**src/core/flash_guard_pkg.sv**
```systemverilog
package flash_guard_pkg;
   // register indices; byte address is four times the index
   localparam logic [7:0] STATUS_IDX = 8'h05;
   localparam logic [7:0] CONFIG_IDX = 8'h03;
   localparam logic [7:0] PROT_IDX = 8'h04;
   localparam logic [7:0] CMD_IDX = 8'h06;
   localparam logic [7:0] STATUS_ADDR = 8'(STATUS_IDX * 4);
   localparam logic [7:0] CONFIG_ADDR = 8'(CONFIG_IDX * 4);
   localparam logic [7:0] PROT_ADDR = 8'(PROT_IDX * 4);
   localparam logic [7:0] CMD_ADDR = 8'(CMD_IDX * 4);
   // status bit positions
   localparam int ST_CBE = 7;
   localparam int ST_CC = 6;
   localparam int ST_PV = 5;
   localparam int ST_AE = 4;
   localparam int ST_DF = 3;
   localparam int ST_BLANK = 2;
   localparam int ST_FAIL = 1;
   // configuration bit positions
   localparam int CFG_BUFFER_EMPTY_IRQ_ENABLE = 7;
   localparam int CFG_COMPLETE_IRQ_ENABLE = 6;
   // protection setting fields
   localparam int PR_OPEN = 7;
   localparam int PR_RSV = 6;
   localparam int PR_HDIS = 5;
   localparam int PR_HS_LO = 3;
   localparam int PR_LDIS = 2;
   localparam int PR_LS_LO = 0;
   // reset values
   localparam logic [7:0] PROT_RESET = 8'hff;
   localparam logic [7:0] CONFIG_RESET = 8'h00;
   localparam logic [6:0] CMD_RESET = 7'h00;
   // legal command codes
   localparam logic [6:0] CMD_VERIFY = 7'h05;
   localparam logic [6:0] CMD_COMPRESS = 7'h06;
   localparam logic [6:0] CMD_PROGRAM = 7'h20;
   localparam logic [6:0] CMD_SECTOR = 7'h40;
   // allowed targets per scenario, bit n set means scenario n reachable
   localparam logic [7:0] PROT_ALLOW [8] = '{8'h0f, 8'h0a, 8'h0c, 8'h08, 8'h18, 8'h3c, 8'h5a, 8'hff};

   typedef enum {SEQ_IDLE, SEQ_WORD, SEQ_CMD} seq_e;

   // events reported by the flash array engine, one-cycle pulses
   typedef struct packed {
      logic word_wr;      // aligned word written to flash space
      logic word_prot;    // that word hit a protected address
      logic cmd_done;     // active command finished
      logic blank;        // erase verify result, valid with cmd_done
      logic verify_fail;  // erase verify or compress failed, with cmd_done
      logic double_fault;
      logic sector_abort; // sector erase cut short by an abort
      logic stop_entry;
   } engine_evt_s;

   typedef struct packed {
      logic valid;
      logic [6:0] code;
   } cmd_launch_s;
endpackage

```
**src/core/flash_protect_status_guard.sv**
```systemverilog
// Local design decision: the APB register port.
`timescale 1ns/100ps
`default_nettype none
// What this block does
// Protection writes that would drop protection are ignored, setting kept.
// From 0 reach 0-3; 1 reach 1,3; 2 reach 2,3; 3 only 3; 4 reach 3,4.
// From 5 reach 2-5; 6 reach 1,3,4,6; 7 reach all; rest rejected.
// Reading protection returns the scenario now in force.
// Status bits have normal-mode access; unused bits read 0, ignore writes.
// Failure flag is software-writable only in special mode.
// Software clears failure flag before starting a new command sequence.
// Buffer-empty flag set when buffers empty; write 1 clears, 0 keeps.
// Writing 0 to buffer-empty mid-sequence aborts it and flags access error.
// Writing 0 to buffer-empty outside a sequence sets no access error.
// Buffer-empty flag with its enable raises an interrupt request.
// Complete flag clears while buffer-empty clear; sets when all commands done.
// Complete flag stays clear if a pending command is fetched at once.
// Complete flag ignores writes; with its enable raises an interrupt.
// Violation flag set on protected program/erase; write 1 clears.
// Violation flag set blocks launches and new sequences.
// Access error set by sequence errors, bad codes, abort, fault, stop.
// Access error clears on write 1; while set blocks launches and sequences.
// Double fault (access error) or verify/compress failure drops the buffered command.
// Failure flag clears on write 1; no launch while it is set.
// Double-fault flag clears when access error is cleared by write 1.
// Scenario number is open, high-disable, low-disable bits, msb first.
module flash_protect_status_guard
   import flash_guard_pkg::*;
(
   input wire logic clk_i,
   input wire logic sys_rst_i,
   input wire logic ce_i,
   input wire logic psel_i,
   input wire logic penable_i,
   input wire logic pwrite_i,
   input wire logic [7:0] paddr_i,
   input wire logic [31:0] pwdata_i,
   input wire logic [3:0] pstrb_i,
   output logic [31:0] prdata_o,
   output logic pready_o,
   output logic pslverr_o,
   input wire logic special_mode_i,
   input wire logic prot_load_i,
   input wire logic [7:0] prot_init_i,
   input wire engine_evt_s evt_i,
   output cmd_launch_s cmd_launch_o,
   output logic cbe_irq_o,
   output logic cc_irq_o
);
   logic [7:0] prot;
   logic [7:0] cfg;
   logic [6:0] cmd_code;
   logic [6:0] pend_code;
   logic [6:0] act_code;
   logic pend;
   logic active;
   logic cbe;
   logic cmd_complete_flag;
   logic pv;
   logic ae;
   logic df;
   logic blank;
   logic fail;
   seq_e seq;
   logic next_cbe;
   logic next_pend;
   logic next_active;
   logic wr_en;
   logic st_wr;
   logic cfg_wr;
   logic prot_wr;
   logic cmd_wr;
   logic blocked;
   logic launch;
   logic abort0;
   logic seq_err;
   logic bad_code;
   logic word_start;
   logic pv_set;
   logic ae_set;
   logic fetch;
   logic drop;
   logic step_ok;
   logic [2:0] cur_scn;
   logic [2:0] new_scn;
   logic [7:0] status_rd;

   // true for the four codes the engine can execute
   function automatic logic legal_code(input logic [6:0] c);
      return (c == CMD_VERIFY) || (c == CMD_COMPRESS) || (c == CMD_PROGRAM) || (c == CMD_SECTOR);
   endfunction

   // register decode, writes land at the edge that completes the access phase
   assign wr_en = psel_i & penable_i & pready_o & pwrite_i & pstrb_i[0];
   assign st_wr = wr_en & (paddr_i == STATUS_ADDR);
   assign cfg_wr = wr_en & (paddr_i == CONFIG_ADDR);
   assign prot_wr = wr_en & (paddr_i == PROT_ADDR);
   assign cmd_wr = wr_en & (paddr_i == CMD_ADDR);

   // scenario numbers for the transition check
   assign cur_scn = {prot[PR_OPEN], prot[PR_HDIS], prot[PR_LDIS]};
   assign new_scn = {pwdata_i[PR_OPEN], pwdata_i[PR_HDIS], pwdata_i[PR_LDIS]};

   protection_step_filter u_step (
      .cur_i(cur_scn),
      .tgt_i(new_scn),
      .ok_o(step_ok)
   );

   // sequence bookkeeping; errors abort the sequence and set access error
   assign blocked = pv | ae;
   assign word_start = evt_i.word_wr & (seq == SEQ_IDLE) & cbe & ~blocked;
   assign pv_set = word_start & evt_i.word_prot;
   assign abort0 = st_wr & ~pwdata_i[ST_CBE] & (seq != SEQ_IDLE);
   assign bad_code = cmd_wr & (seq == SEQ_WORD) & ~blocked & ~legal_code(pwdata_i[6:0]);
   assign seq_err = ~blocked & ((cmd_wr & (seq != SEQ_WORD))
                    | (st_wr & pwdata_i[ST_CBE] & (seq == SEQ_WORD))
                    | (evt_i.word_wr & (seq != SEQ_IDLE)));
   assign launch = st_wr & pwdata_i[ST_CBE] & cbe & (seq == SEQ_CMD) & ~blocked & ~fail;
   assign ae_set = seq_err | abort0 | bad_code | evt_i.sector_abort | evt_i.double_fault
                   | (evt_i.stop_entry & ~cmd_complete_flag);
   // a fault throws away whatever waits in the command buffer
   assign drop = evt_i.double_fault | (evt_i.cmd_done & evt_i.verify_fail
                 & ((act_code == CMD_VERIFY) | (act_code == CMD_COMPRESS)));
   // buffered command moves to the engine only when nothing blocks it
   assign fetch = pend & (~active | evt_i.cmd_done) & ~ae & ~pv & ~fail & ~drop;

   // buffer occupancy: empty flag follows the buffer, pending follows launch
   always_comb begin
      next_pend = pend;
      next_active = active;
      next_cbe = cbe;
      if (evt_i.cmd_done) begin
         next_active = 1'b0;
      end
      if (fetch) begin
         next_active = 1'b1;
         next_pend = 1'b0;
         next_cbe = 1'b1;
      end else if (drop & pend) begin
         next_pend = 1'b0;
         next_cbe = 1'b1;
      end
      if (launch) begin
         next_pend = 1'b1;
         next_cbe = 1'b0;
      end
   end

   // sequence state machine
   always_ff @(posedge clk_i or posedge sys_rst_i) begin
      if (sys_rst_i) begin
         seq <= SEQ_IDLE;
      end else if (ce_i) begin
         if (ae_set | pv_set) begin
            seq <= SEQ_IDLE;
         end else begin
            unique case (seq)
               SEQ_IDLE: begin
                  if (word_start) begin
                     seq <= SEQ_WORD;
                  end
               end
               SEQ_WORD: begin
                  if (cmd_wr) begin
                     seq <= SEQ_CMD;
                  end
               end
               SEQ_CMD: begin
                  if (launch) begin
                     seq <= SEQ_IDLE;
                  end
               end
            endcase
         end
      end
   end

   // command buffer and active command
   always_ff @(posedge clk_i or posedge sys_rst_i) begin
      if (sys_rst_i) begin
         cmd_code <= CMD_RESET;
         pend_code <= CMD_RESET;
         act_code <= CMD_RESET;
         pend <= 1'b0;
         active <= 1'b0;
         cbe <= 1'b1;
         cmd_complete_flag <= 1'b1;
      end else if (ce_i) begin
         if (cmd_wr & (seq == SEQ_WORD) & ~blocked) begin
            cmd_code <= pwdata_i[6:0];
         end
         if (launch) begin
            pend_code <= cmd_code;
         end
         if (fetch) begin
            act_code <= pend_code;
         end
         pend <= next_pend;
         active <= next_active;
         cbe <= next_cbe;
         // taken from next values so a back-to-back fetch never flashes it
         cmd_complete_flag <= next_cbe & ~next_active & ~next_pend;
      end
   end

   // error flags: hardware set wins over a software clear in the same cycle
   always_ff @(posedge clk_i or posedge sys_rst_i) begin
      if (sys_rst_i) begin
         pv <= 1'b0;
         ae <= 1'b0;
         df <= 1'b0;
      end else if (ce_i) begin
         pv <= pv_set | (pv & ~(st_wr & pwdata_i[ST_PV]));
         ae <= ae_set | (ae & ~(st_wr & pwdata_i[ST_AE]));
         df <= evt_i.double_fault | (df & ~(st_wr & pwdata_i[ST_AE]));
      end
   end

   // verify result and failure flag
   always_ff @(posedge clk_i or posedge sys_rst_i) begin
      if (sys_rst_i) begin
         blank <= 1'b0;
         fail <= 1'b0;
      end else if (ce_i) begin
         if (evt_i.cmd_done & (act_code == CMD_VERIFY)) begin
            blank <= evt_i.blank;
         end else if (launch) begin
            blank <= 1'b0;
         end
         fail <= (evt_i.cmd_done & evt_i.verify_fail) | evt_i.double_fault
                 | (fail & ~(st_wr & pwdata_i[ST_FAIL] & special_mode_i));
      end
   end

   // protection setting; on a bus write, size fields move only while their disable bit is set
   always_ff @(posedge clk_i or posedge sys_rst_i) begin
      if (sys_rst_i) begin
         prot <= PROT_RESET;
      end else if (ce_i) begin
         if (prot_load_i) begin
            prot <= prot_init_i;
         end else if (prot_wr & step_ok) begin
            prot[PR_OPEN] <= pwdata_i[PR_OPEN];
            prot[PR_HDIS] <= pwdata_i[PR_HDIS];
            prot[PR_LDIS] <= pwdata_i[PR_LDIS];
            if (prot[PR_HDIS]) begin
               prot[PR_HS_LO +: 2] <= pwdata_i[PR_HS_LO +: 2];
            end
            if (prot[PR_LDIS]) begin
               prot[PR_LS_LO +: 2] <= pwdata_i[PR_LS_LO +: 2];
            end
         end
      end
   end

   // interrupt enables
   always_ff @(posedge clk_i or posedge sys_rst_i) begin
      if (sys_rst_i) begin
         cfg <= CONFIG_RESET;
      end else if (ce_i && cfg_wr) begin
         cfg <= {pwdata_i[CFG_BUFFER_EMPTY_IRQ_ENABLE], pwdata_i[CFG_COMPLETE_IRQ_ENABLE], 6'h00};
      end
   end

   // complete and blank are read only, bit 0 reads zero
   assign status_rd = {cbe, cmd_complete_flag, pv, ae, df, blank, fail, 1'b0};

   // apb answer: ready one cycle after setup, so each access has one wait-free access phase
   always_ff @(posedge clk_i or posedge sys_rst_i) begin
      if (sys_rst_i) begin
         pready_o <= 1'b0;
         prdata_o <= 32'h0000_0000;
         pslverr_o <= 1'b0;
      end else if (ce_i) begin
         pready_o <= psel_i & ~penable_i;
         pslverr_o <= 1'b0;
         prdata_o <= 32'h0000_0000;
         if (psel_i & ~penable_i) begin
            unique case (paddr_i)
               STATUS_ADDR: prdata_o <= {24'h00_0000, status_rd};
               CONFIG_ADDR: prdata_o <= {24'h00_0000, cfg};
               PROT_ADDR: prdata_o <= {24'h00_0000, prot[7], 1'b1, prot[5:0]};
               CMD_ADDR: prdata_o <= {25'h000_0000, cmd_code};
               default: pslverr_o <= 1'b1;
            endcase
         end
      end
   end

   // engine launch pulse and interrupt requests
   always_ff @(posedge clk_i or posedge sys_rst_i) begin
      if (sys_rst_i) begin
         cmd_launch_o <= '0;
         cbe_irq_o <= 1'b0;
         cc_irq_o <= 1'b0;
      end else if (ce_i) begin
         cmd_launch_o.valid <= fetch;
         cmd_launch_o.code <= pend_code;
         cbe_irq_o <= cbe & cfg[CFG_BUFFER_EMPTY_IRQ_ENABLE];
         cc_irq_o <= cmd_complete_flag & cfg[CFG_COMPLETE_IRQ_ENABLE];
      end
   end

   a_prot_reject: assert property (@(posedge clk_i) disable iff (sys_rst_i)
      ce_i && prot_wr && !step_ok && !prot_load_i |=> prot == $past(prot))
      else $error("protection changed on a refused write");
   a_prot_three: assert property (@(posedge clk_i) disable iff (sys_rst_i)
      ce_i && !prot_load_i && cur_scn == 3'd3 |=> {prot[7], prot[5], prot[2]} == 3'd3)
      else $error("scenario 3 was left");
   a_prot_open: assert property (@(posedge clk_i) disable iff (sys_rst_i)
      ce_i && prot_wr && !prot_load_i && cur_scn == 3'd7 |=> {prot[7], prot[5], prot[2]} == $past(new_scn))
      else $error("scenario 7 refused a change");
   a_abort_zero: assert property (@(posedge clk_i) disable iff (sys_rst_i)
      ce_i && abort0 |=> ae && seq == SEQ_IDLE)
      else $error("mid-sequence zero write did not abort");
   a_cc_follows: assert property (@(posedge clk_i) disable iff (sys_rst_i)
      ce_i && active && !evt_i.cmd_done |=> !cmd_complete_flag)
      else $error("complete flag set while a command still runs");
   a_pv_blocks: assert property (@(posedge clk_i) disable iff (sys_rst_i)
      ce_i && pv |=> !cmd_launch_o.valid)
      else $error("launch under protection violation");
   a_ae_blocks: assert property (@(posedge clk_i) disable iff (sys_rst_i)
      ce_i && ae |=> !cmd_launch_o.valid)
      else $error("launch under access error");
   a_fail_blocks: assert property (@(posedge clk_i) disable iff (sys_rst_i)
      ce_i && fail |=> !cmd_launch_o.valid)
      else $error("launch while failure flag set");
   a_fail_normal: assert property (@(posedge clk_i) disable iff (sys_rst_i)
      ce_i && fail && st_wr && !special_mode_i |=> fail)
      else $error("failure flag cleared outside special mode");
   a_df_clear: assert property (@(posedge clk_i) disable iff (sys_rst_i)
      ce_i && st_wr && pwdata_i[ST_AE] && !evt_i.double_fault |=> !df)
      else $error("double fault not cleared with access error");
   a_cc_irq: assert property (@(posedge clk_i) disable iff (sys_rst_i)
      ce_i && cmd_complete_flag && cfg[CFG_COMPLETE_IRQ_ENABLE] |=> cc_irq_o)
      else $error("complete interrupt missing");
endmodule
`default_nettype wire

```
**src/core/protection_step_filter.sv**
```systemverilog
`timescale 1ns/100ps
`default_nettype none
// decides whether a protection scenario change only adds protection
module protection_step_filter
   import flash_guard_pkg::*;
(
   input wire logic [2:0] cur_i,
   input wire logic [2:0] tgt_i,
   output logic ok_o
);
   // one row of the transition table per current scenario
   always_comb begin
      ok_o = PROT_ALLOW[cur_i][tgt_i];
   end
endmodule
`default_nettype wire

```
**config.mk**
```make
export PLATFORM = sky130hd
export DESIGN_NAME = flash_protect_status_guard
export DESIGN_NICKNAME = d
export VERILOG_FILES = /design/src/core/flash_guard_pkg.sv /design/src/core/flash_protect_status_guard.sv /design/src/core/protection_step_filter.sv
export SDC_FILE = /design/constraint.sdc
export NUM_CORES = 1
export LEC_CHECK = 0
export BUFFER_PORTS_ARGS = -buffer_cell sky130_fd_sc_hd__buf_2
export CAP_MARGIN = 20
export CORE_MARGIN = 3
export CORE_UTILIZATION = 50
export CTS_CLUSTER_SIZE = 12
export DETAILED_ROUTE_END_ITERATION = 12
export PLACE_DENSITY = 0.8
export RECOVER_POWER = 50
export SYNTH_ARGS = -nofsm -noshare
export SYNTH_HDL_FRONTEND = slang
export SYNTH_SLANG_ARGS = --single-unit
```
**constraint.sdc**
```tcl
create_clock -name clk_i -period 2.5 [get_ports clk_i]
set_clock_uncertainty 0.05 [all_clocks]
set_input_delay 0.125 -clock clk_i [delete_from_list [all_inputs] [get_ports clk_i]]
set_output_delay 0.125 -clock clk_i [all_outputs]
set_load 0.01 [all_outputs]
```
* After elaboration in Yosys (flattened, before gate mapping)
Memory sizes are Yosys's and may differ from the RTL's.
Cells that the tools add are included.
** Storage, ports and cells
- Bits in registers :: 115
- Latch bits :: 0
- Memories kept :: 1
- Output and inout port bits :: 44
- Input bits :: 68
- Bits in read-only memories :: 64
- Word-level logic and storage cells :: 177
- RAM bits :: 0
** Cells by class
- Magnitude comparators :: 2
- Divide/modulo/power cells :: 0
- Reduce and logical (&&, ||, !) cells :: 20
- Multiply operators :: 0
- Muxes and demuxes :: 29
- Eq/ne operators :: 18
- Bitwise logic cells :: 83
- $add $sub $neg :: 0
- Shift operators :: 0
** Memory list
- (name not given) :: words 8, width 8, rd ports 1, clocked after Yosys merged registers in 0, wr ports 0, RTL line protection_step_filter.sv:13 : ok_o = PROT_ALLOW[cur_i][tgt_i];
** Operators with widths (number)
- $mux W32 :: 4
- $pmux W32 S3 :: 1
- $eq A32 B2 Y1 const B :: 2
- $logic_not A32 Y1 :: 2
- $and A1 B1 Y1 :: 50
- $eq A32 B1 Y1 const B :: 1
- $eq A32 B3 Y1 const B :: 1
- $ne A32 B2 Y1 const B :: 1
- $pmux W8 S4 :: 1
- $reduce_bool A32 Y1 :: 1
- $eq A7 B3 Y1 const B :: 4
- $eq A8 B5 Y1 const B :: 3
- $mux W8 :: 3
- $or A1 B1 Y1 :: 17
- $mux W1 :: 15
- $not A1 Y1 :: 15
- $mux W6 :: 2
- $reduce_and A2 Y1 :: 5
- $ne A3 B3 Y1 const B :: 3
- $eq A8 B4 Y1 const B :: 1
- $reduce_bool A2 Y1 :: 4
- $eq A7 B6 Y1 const B :: 1
- $eq A7 B7 Y1 const B :: 1
- $reduce_and A3 Y1 :: 2
- 9 further kinds :: 12

* Depth between registers and ports, before layout
- Depth in word-level cells :: 18
- Mapped depth :: 8
- Depth with buffers taken out :: 8

* Hierarchy
Synthesis repeated with hierarchy kept, for this count alone.
** Unflattened totals
- Cell total of the unflattened synthesis :: 298
- Area total of the unflattened synthesis :: 3244.4 um^2
** By module, submodules not included
- flash_protect_status_guard :: seq. area each 1537.7 um^2, area an instance 3131.8 um^2, instances 1, cells each 284
- protection_step_filter :: seq. area each 0.0 um^2, area an instance 112.6 um^2, instances 1, cells each 14

* Worst setup path before layout
Ideal clock, no wire load.
- Path kind :: input to register
- From :: input port paddr_i[0]
- To :: register cmd_code[0]
- Buffers on the path :: 1
- Arrival time :: 1963 ps
- Library setup time :: 125 ps
- Required time :: 2325 ps
- Setup slack :: 362 ps
- Stages :: 6
- Cells stage by stage :: or4_4 nor4b_4 nand3_1 or4_1 buf_6 mux2_4
** On the way
- Word-level cells in the longest chain between the ends :: 5
** Ends and longest elaborated chain
- from (decl) :: RTL line flash_protect_status_guard.sv:36 : input wire logic [7:0] paddr_i,
- $eq A8 B5 Y1 :: RTL line flash_protect_status_guard.sv:98 : assign cmd_wr = wr_en & (paddr_i == CMD_ADDR);
- $and A1 B1 Y1 :: RTL line flash_protect_status_guard.sv:98
- $and A1 B1 Y1 (2 in series) :: RTL line flash_protect_status_guard.sv:190 : if (cmd_wr & (seq == SEQ_WORD) & ~blocked) begin
- $reduce_and A2 Y1 (no line)
- to (signal assigned) :: RTL line flash_protect_status_guard.sv:191 : cmd_code <= pwdata_i[6:0];
- to (decl) :: RTL line flash_protect_status_guard.sv:52 : logic [6:0] cmd_code;
Every way passes these cells.
A chain may end at the register's enable or synchronous reset.

* Final worst setup path
- From :: register seq[0]
- To :: register seq[0]
** On the way
- Word-level cells in the longest chain between the ends :: 13
- Elaborated cells between the ends (all ways) :: 37
- Those cells by class :: eq/ne (8); mux (2); bitwise (23); reduce/logical (4)
** Ends and longest elaborated chain
- from (decl) :: RTL line flash_protect_status_guard.sv:64 : seq_e seq;
- from (signal assigned) :: RTL line flash_protect_status_guard.sv:153 : seq <= SEQ_IDLE;
- from (signal assigned) :: RTL line flash_protect_status_guard.sv:156 : seq <= SEQ_IDLE;
- from (signal assigned) :: RTL line flash_protect_status_guard.sv:161 : seq <= SEQ_WORD;
- $ne A32 B2 Y1 / $eq A32 B2 Y1 (equally long branches) :: RTL line flash_protect_status_guard.sv:116, flash_protect_status_guard.sv:115, flash_protect_status_guard.sv:117
- $and A1 B1 Y1, on equally long branches :: RTL line flash_protect_status_guard.sv:116, flash_protect_status_guard.sv:117
- $or A1 B1 Y1 :: RTL line flash_protect_status_guard.sv:117 : | (st_wr & pwdata_i[ST_CBE] & (seq == SEQ_WORD))
- $or A1 B1 Y1 :: RTL line flash_protect_status_guard.sv:118 : | (evt_i.word_wr & (seq != SEQ_IDLE)));
- $and A1 B1 Y1 :: RTL line flash_protect_status_guard.sv:116 : assign seq_err = ~blocked & ((cmd_wr & (seq != SEQ_WORD))
- $or A1 B1 Y1 (4 in series) :: RTL line flash_protect_status_guard.sv:120 : assign ae_set = seq_err | abort0 | bad_code | evt_i.sector_abort | evt_i.double_fault
- $or A1 B1 Y1 :: RTL line flash_protect_status_guard.sv:121 : | (evt_i.stop_entry & ~cmd_complete_flag);
- $or A1 B1 Y1 :: RTL line flash_protect_status_guard.sv:155 : if (ae_set | pv_set) begin
- $ne A3 B3 Y1 (no line)
- $reduce_and A4 Y1 (no line)
Parallel ways exist; a longest one is shown, timed or not.

==> impl_metrics.py <==
metrics = {
    "synthesis": {
        "syn_inst": 303,
        "syn_avg_cell_area_sq_um": 10.91,
        "ys_seq_area_frac": 0.4652,
        "synth.ff_latch_count": 61,
        "syn-cell-area_sq_mm": 0.003306,
        "ys.flop_type": "dfrtp_1",
        "synth-edff-count": 0,
        "synth_async_sr_flop_share": 1.000,
        "yosysWarnings": 0,
        "synth_cell_types": 53,
    },
    "placement": {
        "place.port_buffers": 59,
        "place_hpwl_um": 5885,
        "gp_congestion": 0.8866,
        "dpl_worst_slack_ns": 0.1013,
    },
    "finish": {
        "num-fill-cells": 511,
        "drive_above_1_share": 0.3032,
        "area_growth_pct": 15.71,
        "num-nets-final": 445,
        "utilization": 0.6203,
        "n_antenna_cell": 0,
    },
    "cts": {
        "cts_setup_buffers": 0,
        "clock-sinks": 61,
        "cts.path.max_buffers": 2,
        "ctsRootBufferMaster": "clkbuf_8",
        "path_clk_slew_ns": 0.07,
        "post_cts_resize_count": 0,
        "clock_latency_ns": 0.34,
        "cts_buffers": 9,
        "cts_tree": "yes",
        "cts_max_level": 3,
    },
    "critical_path": {
        "endpoint_kind": "flip-flop",
        "rr_endpoint": "seq[0]",
        "rr_worst_depth": 8,
        "cp.required_ns": 2.69,
        "crit_fanout": 4,
        "path_class": "reg2reg",
        "start_kind": "flip-flop",
        "endpoint": "seq[0]",
        "cp_data_arrival_time_ns": 2.48,
        "reg2reg_slack_ns": 0.21,
        "crit_start": "seq[0]",
        "r2r-start": "seq[0]",
    },
    "timing": {
        "rsz0062_at_grt": "no",
        "max_freq_mhz": 436.8,
        "setup-tns-final_ns": 0,
        "drv_slew": 0,
        "layout_setup_ws_ns": 0.2107,
        "finalCritPeriodShare": 0.9157,
        "worstMarginPinSlew_ns": 1.222,
        "slew_headroom": 0.1854,
        "finalHoldViolCount": 0,
        "final-setup-viol-count": 0,
        "hold_slack_ns": 0.01041,
        "period_minus_slack_ns": 2.289,
    },
    "global_routing": {
        "grt_use_total": 0.2124,
        "antenna_found_initial": 0,
        "grt_max_degree": 29,
        "grt_pass1_vias": 2529,
        "grt-ovfl-total": 0,
        "grt_first_pass_wirelength_um": 12540,
    },
    "status": {
        "status": "finished, final reports clean",
    },
    "drt": {
        "drt_wl_total_um": 7706,
        "wl_per_cell_um": 17.09,
        "drtIter0Drc": 163,
        "first_pass_iters": 4,
        "drc": 0,
        "ant_nets": 0,
        "dr_total_vias": 2558,
        "viasPerCell": 5.672,
    },
    "pwr": {
        "p_per_area_mw_per_mm2": 586.2,
        "p_sw_w": 0.0005246,
        "cellLeakagePower_nw": 1.814,
        "combPwrFrac": 0.097,
        "seq_power_share": 0.464,
        "vdd_drop_max_mv": 0.5137,
        "p_clk_frac": 0.439,
        "p_sw_frac": 0.2340,
        "intPower_w": 0.001718,
    },
    "die": {
        "ioPinCount": 112,
        "die_x_um": 87.31,
        "die_y_um": 87.31,
        "start_util": 0.5361,
        "core_area_sq_mm": 0.006166,
        "die-area_sq_mm": 0.007623,
        "rows": 28,
    },
    "hold_path": {
        "hold_path_class": "in2reg",
    },
    "job": {
        "max_cap_viol_count": 0,
    },
}
layer usage:
metal	vias up	global-route usage	share of wire
li1	1198	-	-
met1	1246	0.2786	0.41
met2	103	0.3397	0.49
met3	11	0.06433	0.080
met4	0	0.06137	0.016
met5	-	0	0
through the flow:
step	power, W	cells	instance area (sq um)
after floorplan	0.001213	326	3392
after global placement	0.001265	434	3616
after detailed placement	0.001275	434	3616
after CTS	0.002253	451	3860
after global routing	0.002334	451	3825
final	0.002242	451	3825
cell type report:
type                       instances  area, sq um  share of cell area
clock buffer                      12        155.1             0.04056
sequential                        61         1538              0.4020
multi-input combinational        217         1577              0.4122
inverter                          14        52.55             0.01374
tap                               75        93.84             0.02453
clock inverter                     3        68.82             0.01799
timing repair buffer              69        340.3             0.08898
placed cells by master (no fill, tap or decap), types with 9 or more instances in the layout:
master,count
inv_1,13
clkbuf_1,21
a21oi_1,12
clkbuf_8,11
nand2_1,18
dfrtp_1,52
mux2_2,31
o2bb2ai_1,10
nor2_1,9
conb_1,24
buf_2,42
state kept, by name, summed over array words and instances, names as in the netlist, 2 cells and up:
register      flops
pend_code         7
cmd_code          7
cmd_launch_o      8
prot              7
prdata_o          8
cfg               2
act_code          7
seq               2
cell usage after synthesis, drive strengths merged (7+ instances only):
cell type	instances	area share
mux2	37	0.13
buf	26	0.059
dfrtp	52	0.39
o2bb2ai	10	0.026
nand2	18	0.020
dfstp	9	0.072
clkbuf	8	0.0091
a21oi	12	0.018
o21ai	9	0.014
nor2	9	0.010
nand4	7	0.013
inv	14	0.016
nor2b	8	0.015
power groups by stage:
stage               sequential (W)  combinational, W  clock [W]
global route               0.00104          0.000244    0.00105
global placement           0.00106          0.000209          0
floorplan                  0.00105          0.000161          0
finish                     0.00104          0.000217   0.000984
detailed placement         0.00106          0.000216          0
CTS                        0.00104          0.000220   0.000992
how the worst min path moves through the flow:
stage,startpoint,endpoint,slack (ns),depth (start not counted)
after detailed placement,sys_rst_i,cmd_launch_o[1],0.02,2
final,pwdata_i[3],cmd_code[3],0.01,2
after floorplan,pwdata_i[2],cmd_code[2],0.21,2
after global placement,sys_rst_i,cmd_launch_o[3],0.01,2
after global routing,pwdata_i[3],cmd_code[3],0.01,2
after CTS,pwdata_i[3],cmd_code[3],0.009,2
worst max-delay path: stages, from the launching register on:
cell and delay [ns]:
dfrtp_1 0.40, inv_1 0.12, ha_1 0.23, nor4b_1 0.08, a2111o_1 0.41, a21oi_1 0.15
o31ai_1 0.14, or4_1 0.53, o221ai_1 0.08
cells by family after synthesis:
kind of cell    share of synthesized area
flops                              0.4652
fa+ha+maj                         0.01893
simple gates                       0.1385
buf+inv                           0.08403
compound gates                     0.1332
mux                                0.1510
xor+xnor                         0.007950
other cells                      0.001134
repair_timing:
| item | 4_1_cts | 5_1_grt |
|---|---|---|
| hold buffers | 2 | 0 |
| endpoints found under the setup margin | 0 | 0 |
| endpoints found under the hold margin | 11 | 0 |
Note: power is estimated with default switching activity, not from simulation.
